**src/hdl/sdrpd_pkg.sv**
```systemverilog
// Constants and types for the command decode and power-state block
package sdrpd_pkg;

  // Command strobe encodings {row, column, write-enable}, active low
  localparam logic [2:0] SDRPD_ENC_MRS = 3'h0;
  localparam logic [2:0] SDRPD_ENC_REF = 3'h1;
  localparam logic [2:0] SDRPD_ENC_PRE = 3'h2;
  localparam logic [2:0] SDRPD_ENC_ACT = 3'h3;
  localparam logic [2:0] SDRPD_ENC_WR  = 3'h4;
  localparam logic [2:0] SDRPD_ENC_RD  = 3'h5;
  localparam logic [2:0] SDRPD_ENC_NOP = 3'h7;

  localparam int SDRPD_BANK_W      = 2;
  localparam int SDRPD_BANKS       = 4;
  localparam int SDRPD_ADDR_W      = 13;
  localparam int SDRPD_AP_BIT      = 10;
  localparam int SDRPD_EXIT_SEL_BIT = 12;
  localparam int SDRPD_BURST_LEN   = 4;
  localparam int SDRPD_BURST_W     = 3;
  localparam logic [SDRPD_BURST_W-1:0] SDRPD_BURST_CYC = 3'h2;  // Beats/2 clock cycles

  // Exit timings, in clock cycles at the device clock
  localparam int SDRPD_EXIT_W      = 4;
  localparam logic [SDRPD_EXIT_W-1:0] SDRPD_FAST_EXIT_CYC = 4'h2;
  localparam logic [SDRPD_EXIT_W-1:0] SDRPD_SLOW_EXIT_CYC = 4'h6;
  localparam logic [SDRPD_EXIT_W-1:0] SDRPD_PD_EXIT_CYC   = 4'h2;

  typedef enum logic [2:0] {
    SDRPD_CMD_NOP  = 3'h0,
    SDRPD_CMD_MRS  = 3'h1,
    SDRPD_CMD_REF  = 3'h2,
    SDRPD_CMD_PRE  = 3'h3,
    SDRPD_CMD_ACT  = 3'h4,
    SDRPD_CMD_WR   = 3'h5,
    SDRPD_CMD_RD   = 3'h6,
    SDRPD_CMD_ILL  = 3'h7
  } sdrpd_cmd_t;

  // Gray codes along idle -> active -> active powerdown
  typedef enum logic [2:0] {
    SDRPD_ST_IDLE   = 3'h0,
    SDRPD_ST_ACTIVE = 3'h1,
    SDRPD_ST_APD    = 3'h3,
    SDRPD_ST_PPD    = 3'h2,
    SDRPD_ST_SREF   = 3'h6
  } sdrpd_state_t;

endpackage

```
**src/hdl/sdrpd_ctrl.sv**
```systemverilog
// Command decoder and power-state controller for a 4-bank synchronous DRAM
`timescale 1ns/1ps
`default_nettype none

// What this block does
// - Active powerdown exit waits fast or slow interval chosen by stored address bit 12.
// - Chip select low with all three strobes high registers a no-operation.
// - A no-operation leaves running work, including bursts, untouched.
// - Chip select high is deselect, acting as no-operation; strobes ignored.
// - Commands decode only from select, strobes and clock enable at the rising edge.
// - Strobe codes give mode set, refresh, precharge, activate, write, read; bit ten all-bank.
// - Bank inputs choose the bank, or the mode register for mode writes.
// - Bursts of four always finish and are not cut short.
// - No termination in self-refresh; termination input never alters decoding or state.
// - Clock enable falling enters, rising exits powerdown, only with no-operation or deselect.
// - Self-refresh is entered only from all-idle on refresh with clock enable falling.
module sdrpd_ctrl
  import sdrpd_pkg::*;
#(
  parameter int BANKS  = SDRPD_BANKS,
  parameter int ADDR_W = SDRPD_ADDR_W
) (
  input  wire logic                    clock_i,
  input  wire logic                    nrst_i,
  input  wire logic                    cke_i,
  input  wire logic                    cs_n_i,
  input  wire logic                    ras_n_i,
  input  wire logic                    cas_n_i,
  input  wire logic                    we_n_i,
  input  wire logic [SDRPD_BANK_W-1:0] bank_i,
  input  wire logic [ADDR_W-1:0]       addr_i,
  input  wire logic                    die_termination_ctrl_i,
  output logic [2:0]                   cmd_o,
  output logic                         cmd_valid_o,
  output logic [SDRPD_BANK_W-1:0]      cmd_bank_o,
  output logic                         all_banks_o,
  output logic                         mode_wr_o,
  output logic [SDRPD_BANK_W-1:0]      mode_reg_sel_o,
  output logic [BANKS-1:0]             bank_open_o,
  output logic                         burst_busy_o,
  output logic                         powerdown_o,
  output logic                         active_pd_o,
  output logic                         self_refresh_o,
  output logic                         exit_pending_o,
  output logic                         exit_speed_select_bit_o,
  output logic                         termination_on_o,
  output logic                         illegal_o
);

  // ==========================================================
  // Command decode
  // ==========================================================
  logic         cke_prev_r;
  sdrpd_state_t state_r;
  sdrpd_cmd_t   cmd;
  logic         is_nop;

  always_comb begin
    is_nop = cs_n_i | ({ras_n_i, cas_n_i, we_n_i} == SDRPD_ENC_NOP);
    cmd = SDRPD_CMD_NOP;
    if (!is_nop) begin
      case ({ras_n_i, cas_n_i, we_n_i})
        SDRPD_ENC_MRS: cmd = SDRPD_CMD_MRS;
        SDRPD_ENC_REF: cmd = SDRPD_CMD_REF;
        SDRPD_ENC_PRE: cmd = SDRPD_CMD_PRE;
        SDRPD_ENC_ACT: cmd = SDRPD_CMD_ACT;
        SDRPD_ENC_WR:  cmd = SDRPD_CMD_WR;
        SDRPD_ENC_RD:  cmd = SDRPD_CMD_RD;
        default:       cmd = SDRPD_CMD_ILL;
      endcase
    end
  end

  wire logic in_pd     = (state_r == SDRPD_ST_APD) || (state_r == SDRPD_ST_PPD)
                         || (state_r == SDRPD_ST_SREF);
  wire logic normal    = cke_prev_r && cke_i && !in_pd;
  wire logic cke_fall  = cke_prev_r && !cke_i;
  wire logic cke_rise  = !cke_prev_r && cke_i;
  wire logic exit_busy = exit_pending_o;
  // Commands during an exit interval are not executable
  wire logic cmd_go    = normal && !exit_busy && !is_nop;

  always_ff @(posedge clock_i or negedge nrst_i) begin
    if (!nrst_i) begin
      cke_prev_r <= 1'b0;
    end else begin
      cke_prev_r <= cke_i;
    end
  end

  // ==========================================================
  // Registered command outputs
  // ==========================================================
  always_ff @(posedge clock_i or negedge nrst_i) begin
    if (!nrst_i) begin
      cmd_o          <= SDRPD_CMD_NOP;
      cmd_valid_o    <= 1'b0;
      cmd_bank_o     <= '0;
      all_banks_o    <= 1'b0;
      mode_wr_o      <= 1'b0;
      mode_reg_sel_o <= '0;
    end else begin
      cmd_o          <= cmd_go ? cmd : SDRPD_CMD_NOP;
      cmd_valid_o    <= cmd_go;
      cmd_bank_o     <= bank_i;
      all_banks_o    <= cmd_go && addr_i[SDRPD_AP_BIT];
      mode_wr_o      <= cmd_go && (cmd == SDRPD_CMD_MRS);
      mode_reg_sel_o <= (cmd_go && cmd == SDRPD_CMD_MRS) ? bank_i : mode_reg_sel_o;
    end
  end

  // ==========================================================
  // Mode bit that picks the active powerdown exit speed
  // ==========================================================
  always_ff @(posedge clock_i or negedge nrst_i) begin
    if (!nrst_i) begin
      exit_speed_select_bit_o <= 1'b0;
    end else if (cmd_go && cmd == SDRPD_CMD_MRS && bank_i == '0) begin
      exit_speed_select_bit_o <= addr_i[SDRPD_EXIT_SEL_BIT];
    end
  end

  // ==========================================================
  // Bank open tracking
  // ==========================================================
  genvar g;
  generate
    for (g = 0; g < BANKS; g++) begin : g_bank
      always_ff @(posedge clock_i or negedge nrst_i) begin
        if (!nrst_i) begin
          bank_open_o[g] <= 1'b0;
        end else if (cmd_go && cmd == SDRPD_CMD_ACT && bank_i == g) begin
          bank_open_o[g] <= 1'b1;
        end else if (cmd_go && cmd == SDRPD_CMD_PRE
                     && (addr_i[SDRPD_AP_BIT] || bank_i == g)) begin
          bank_open_o[g] <= 1'b0;
        end else if (cmd_go && (cmd == SDRPD_CMD_RD || cmd == SDRPD_CMD_WR)
                     && addr_i[SDRPD_AP_BIT] && bank_i == g) begin
          bank_open_o[g] <= 1'b0;
        end
      end
    end
  endgenerate

  // ==========================================================
  // Burst tracking: a running burst is never cut short
  // ==========================================================
  logic [SDRPD_BURST_W-1:0] burst_cnt_r;

  always_ff @(posedge clock_i or negedge nrst_i) begin
    if (!nrst_i) begin
      burst_cnt_r  <= '0;
      burst_busy_o <= 1'b0;
    // A read or write in the last burst cycle chains a new burst, so it is tracked too
    end else if ((burst_cnt_r == '0 || burst_cnt_r == 3'h1) && cmd_go
                 && (cmd == SDRPD_CMD_RD || cmd == SDRPD_CMD_WR)) begin
      burst_cnt_r  <= SDRPD_BURST_CYC;
      burst_busy_o <= 1'b1;
    end else if (burst_cnt_r != '0) begin
      // Decrements on no-operation as on any other cycle
      burst_cnt_r  <= burst_cnt_r - 1'b1;
      burst_busy_o <= (burst_cnt_r != 3'h1);
    end
  end

  // ==========================================================
  // Power state machine
  // ==========================================================
  logic [SDRPD_EXIT_W-1:0] exit_cnt_r;
  wire logic any_open = |bank_open_o;

  always_ff @(posedge clock_i or negedge nrst_i) begin
    if (!nrst_i) begin
      state_r <= SDRPD_ST_IDLE;
    end else begin
      case (state_r)
        SDRPD_ST_IDLE, SDRPD_ST_ACTIVE: begin
          if (cke_fall && is_nop && burst_cnt_r == '0) begin
            state_r <= any_open ? SDRPD_ST_APD : SDRPD_ST_PPD;
          end else if (cke_fall && !cs_n_i && cmd == SDRPD_CMD_REF && !any_open) begin
            state_r <= SDRPD_ST_SREF;
          end else begin
            state_r <= any_open ? SDRPD_ST_ACTIVE : SDRPD_ST_IDLE;
          end
        end
        SDRPD_ST_APD: begin
          if (cke_rise && is_nop) begin
            state_r <= SDRPD_ST_ACTIVE;
          end
        end
        SDRPD_ST_PPD, SDRPD_ST_SREF: begin
          if (cke_rise && is_nop) begin
            state_r <= SDRPD_ST_IDLE;
          end
        end
        default: state_r <= SDRPD_ST_IDLE;
      endcase
    end
  end

  // Exit latency count after clock enable returns high
  always_ff @(posedge clock_i or negedge nrst_i) begin
    if (!nrst_i) begin
      exit_cnt_r     <= '0;
      exit_pending_o <= 1'b0;
    end else if (cke_rise && is_nop && state_r == SDRPD_ST_APD) begin
      exit_cnt_r     <= exit_speed_select_bit_o ? SDRPD_SLOW_EXIT_CYC
                                                : SDRPD_FAST_EXIT_CYC;
      exit_pending_o <= 1'b1;
    end else if (cke_rise && is_nop && state_r == SDRPD_ST_PPD) begin
      exit_cnt_r     <= SDRPD_PD_EXIT_CYC;
      exit_pending_o <= 1'b1;
    end else if (exit_cnt_r != '0) begin
      exit_cnt_r     <= exit_cnt_r - 1'b1;
      exit_pending_o <= (exit_cnt_r != 4'h1);
    end
  end

  always_ff @(posedge clock_i or negedge nrst_i) begin
    if (!nrst_i) begin
      powerdown_o      <= 1'b0;
      active_pd_o      <= 1'b0;
      self_refresh_o   <= 1'b0;
      termination_on_o <= 1'b0;
      illegal_o        <= 1'b0;
    end else begin
      powerdown_o      <= (state_r == SDRPD_ST_APD) || (state_r == SDRPD_ST_PPD);
      active_pd_o      <= (state_r == SDRPD_ST_APD);
      self_refresh_o   <= (state_r == SDRPD_ST_SREF);
      // Termination follows its pin but never in self-refresh
      termination_on_o <= die_termination_ctrl_i && (state_r != SDRPD_ST_SREF);
      // Flags a non-idle command other than refresh on a clock-enable fall at a clock-enable edge, or an undefined code in normal operation
      illegal_o        <= ((cke_fall || cke_rise) && !is_nop
                           && !(cke_fall && cmd == SDRPD_CMD_REF))
                          || (normal && cmd == SDRPD_CMD_ILL);
    end
  end

endmodule

`default_nettype wire

```
**config.mk**
```make
export PLATFORM = sky130hd
export DESIGN_NAME = sdrpd_ctrl
export DESIGN_NICKNAME = d
export VERILOG_FILES = /design/src/hdl/sdrpd_pkg.sv /design/src/hdl/sdrpd_ctrl.sv
export SDC_FILE = /design/constraint.sdc
export NUM_CORES = 1
export LEC_CHECK = 0
export BUFFER_PORTS_ARGS = -buffer_cell sky130_fd_sc_hd__buf_2
export CAP_MARGIN = 40
export CORE_MARGIN = 2
export CORE_UTILIZATION = 45
export DETAILED_ROUTE_END_ITERATION = 8
export PLACE_DENSITY_LB_ADDON = 0.2
export SETUP_SLACK_MARGIN = 0.02
export SYNTH_ARGS = -nofsm -noshare
export SYNTH_HDL_FRONTEND = slang
export SYNTH_SLANG_ARGS = --single-unit
```
**constraint.sdc**
```tcl
create_clock -name clock_i -period 5.3 [get_ports clock_i]
set_clock_uncertainty 0.2 [all_clocks]
set_input_delay 1.325 -clock clock_i [delete_from_list [all_inputs] [get_ports clock_i]]
set_output_delay 1.325 -clock clock_i [all_outputs]
set_load 0.02 [all_outputs]
```
==> key figures <==
Critical path
  • Crit path kind: in2reg
  • Critical Path, Cell by Cell: buf_2 > ha_1 > or3b_4 > nor2_1 > nand2_2 > inv_1 > nand2_1 > mux2_2
  • FF-to-FF Start: cke_prev_r
  • Worst Setup EP: exit_speed_select_bit_o
  • Required @ worst endpoint: 5.32 ns
  • Critical Path End Type: flop
  • Worst r2r path cells: 7
  • Setup crit start kind: primary input
  • Slowest stage cell, crit path: or3b_4
  • CP max FO: 5
  • FF-to-FF setup slack: between 3 and 4 ns
  • Crit. Startpoint: cke_i
  • Max stage delay on crit path: 0.42 ns
  • Worst Path Arrival: 2.93 ns
  • Worst r2r dst: exit_speed_select_bit_o

Clock tree
  • Num CTS Buffers: 5
  • CTS tree: yes
  • Worst-Skew Late Latency: approximately 0.32 ns
  • H-tree Lvls: 2
  • Setup bufs post-CTS: 0
  • Clk buf depth: 2
  • Number of clock sinks: 33
  • Root Driver: clkbuf_4
  • Post-CTS Resized: 0
  • Clk pin slew, worst setup/hold paths: 0.10 ns
  • Hold Buf Count CTS: 0

Die
  • Vert. Die Dim: 64.01 um
  • Die area: 4097 um2
  • Initial core utilization: a little under half
  • # IOs: 45
  • Die width: about 64 um
  • FP Rows: 21
  • Core ar.: 3390 um2

Placed design
  • Placement Setup Slack: 2.044 ns
  • Post-DP Area: around 1800 um2
  • Placer congestion estimate: roughly 0.80
  • Port bufs: 33
  • Hpwl dp: 2.390 mm

Timing
  • Setup TNS: 0 ns
  • Slew Viols, Final: 0
  • FMAX: ~340 MHz
  • Setup WS post-layout: 2.392 ns
  • Final Hold Vio Count: 0
  • RSZ-0062 raised after global routing: no
  • Final setup vio count: 0
  • Final min period: approximately 2.9 ns
  • Period utilization: 54.87%
  • Max_slew headroom: 52.00%
  • Slew @ Worst Pin: about 0.7 ns

Global routing
  • Initial antenna violation count: 0
  • Gr ovfl total: 0
  • GRT Total Usage: 16.91%
  • Vias in the first global route: 1,221
  • First-pass GRT wire length: 5.388 mm
  • Largest net degree at the start of global routing: 34

Route
  • Routed len/inst: 13.05 um
  • # DRC: 0
  • First drt pass iteration count: 5
  • Routed via count: 1,293
  • Drt first-iter violations: 50
  • Routed Antenna Nets: 0
  • Post-Route WL: 3.146 mm
  • Via density: 5.365

Synthesis
  • Synthesized area per cell: 10.39 um2
  • Syn Inst Count: approximately 160
  • Synth Cell Area: approximately 1600 um2
  • Post-Syn Nets: between 150 and 200
  • FF+latch count, synth: 33
  • Yosys warns: 0
  • Most used DFF post-synth: dfrtp_1
  • Synth unique cells: 38
  • Seq/Total Area, Yosys: 50.97%
  • EDFF count, synth: 0
  • Asr flop ratio synth: 100.0%

Finish
  • Final Cell Area: 1921 um2
  • N_diodes: 0
  • P&R area growth vs syn: 18.53%
  • Final Util: 56.66%
  • Share of cells above drive strength 1: 25.64%
  • Nets: roughly 230
  • Commonest cells after routing, fill and taps aside: 33 x dfrtp_1, 33 x buf_2, 12 x nand2_1, 12 x nor2_1, 11 x inv_1

Power and ir drop
  • Leak: 0.9798 nW
  • PwrDens: 418.4 nW/um2
  • IR drop worst, VDD: 0.1927 mV
  • Total power: 0.0008037 W

Outcome
  • Status: finished clean

Job
  • Max Cap Viol: 0

Worst hold path
  • Hold path cells: 1
  • Hold Path Class: reg2reg
[worst min path at each step]
stage | slack, ns | from | to
final | 0.31 | burst_cnt_r[1] | burst_cnt_r[1]
after global routing | 0.35 | mode_reg_sel_o[1] | mode_reg_sel_o[1]
after CTS | 0.32 | burst_cnt_r[1] | burst_cnt_r[1]
after detailed placement | 0.29 | mode_reg_sel_o[0] | mode_reg_sel_o[0]
after global placement | 0.29 | mode_reg_sel_o[0] | mode_reg_sel_o[0]
after floorplan | 0.28 | burst_cnt_r[1] | burst_cnt_r[1]
[report_power, final]
group          switching (W)  internal [W]
registers          0.0000442      0.000305
logic               0.000147      0.000114
clock network      0.0000806      0.000113
total               0.000272      0.000532
[sequential cells by signal (all words and copies together), names as in the netlist, 2 cells and up]
register / count
exit_cnt_r: 4
state_r: 3
bank_open_o: 4
burst_cnt_r: 3
cmd_o: 3
mode_reg_sel_o: 2
cmd_bank_o: 2
[final cells by class]
cell class | instances | area (um2)
Sequential cell | 33 | 825.8
Multi-Input combinational cell | 110 | 745.7
Clock buffer | 7 | 55.05
Tap cell | 46 | 57.56
Fill cell | 273 | 1469
Inverter | 11 | 41.29
Timing Repair Buffer | 33 | 165.2
Clock inverter | 1 | 30.03
[cell usage after synthesis, types with 3 or more instances]
| library cell | count | area (um2) |
|---|---|---|
| nor2b_1 | 6 | 37.54 |
| nor2_1 | 12 | 45.04 |
| inv_1 | 11 | 41.29 |
| nand2b_1 | 4 | 25.02 |
| mux2i_1 | 6 | 60.06 |
| mux2_2 | 3 | 33.78 |
| or4_1 | 3 | 22.52 |
| and2_1 | 5 | 31.28 |
| nor3_1 | 5 | 25.02 |
| nand2_1 | 12 | 45.04 |
| nand3_1 | 4 | 20.02 |
| a21oi_1 | 4 | 20.02 |
| nor4_1 | 3 | 18.77 |
| a31oi_1 | 5 | 31.28 |
| o21ai_0 | 6 | 30.03 |
| ha_1 | 9 | 112.6 |
| dfrtp_1 | 33 | 825.8 |
[kinds of logic after synthesis]
| family | synth area share, % |
|---|---|
| DFF | 50.97 |
| adders and majority gates | 6.950 |
| AOI/OAI and AO/OA | 10.12 |
| buffers and inverters | 3.011 |
| muxes | 5.792 |
| xor gates and xnor gates | 1.081 |
| and+or+nand+nor | 22.08 |
[routing by layer]
layer  part of all wire, %  vias up  GRT usage (%)
met1                    45      620          21.57
li1                      -      624              -
met4                   1.3        0          5.978
met2                    48       43          27.08
met3                   6.2        6          5.282
met5                     0        -              0
[stage by stage]
stage	instances	hold WS (ns)
after floorplan	156	0.2817
after global placement	233	0.2876
after detailed placement	233	0.2898
after CTS	241	0.3193
after global routing	241	0.3496
final	241	0.3122
[critical path: cells and delay by family]
kind / cells / cell delay (ns)
adder cells (fa/ha/maj): 1 / 0.21
AND/OR/NAND/NOR: 4 / 0.92
multiplexers: 1 / 0.27
buffers and inverters: 2 / 0.21
(Power assumes the default switching activity.)
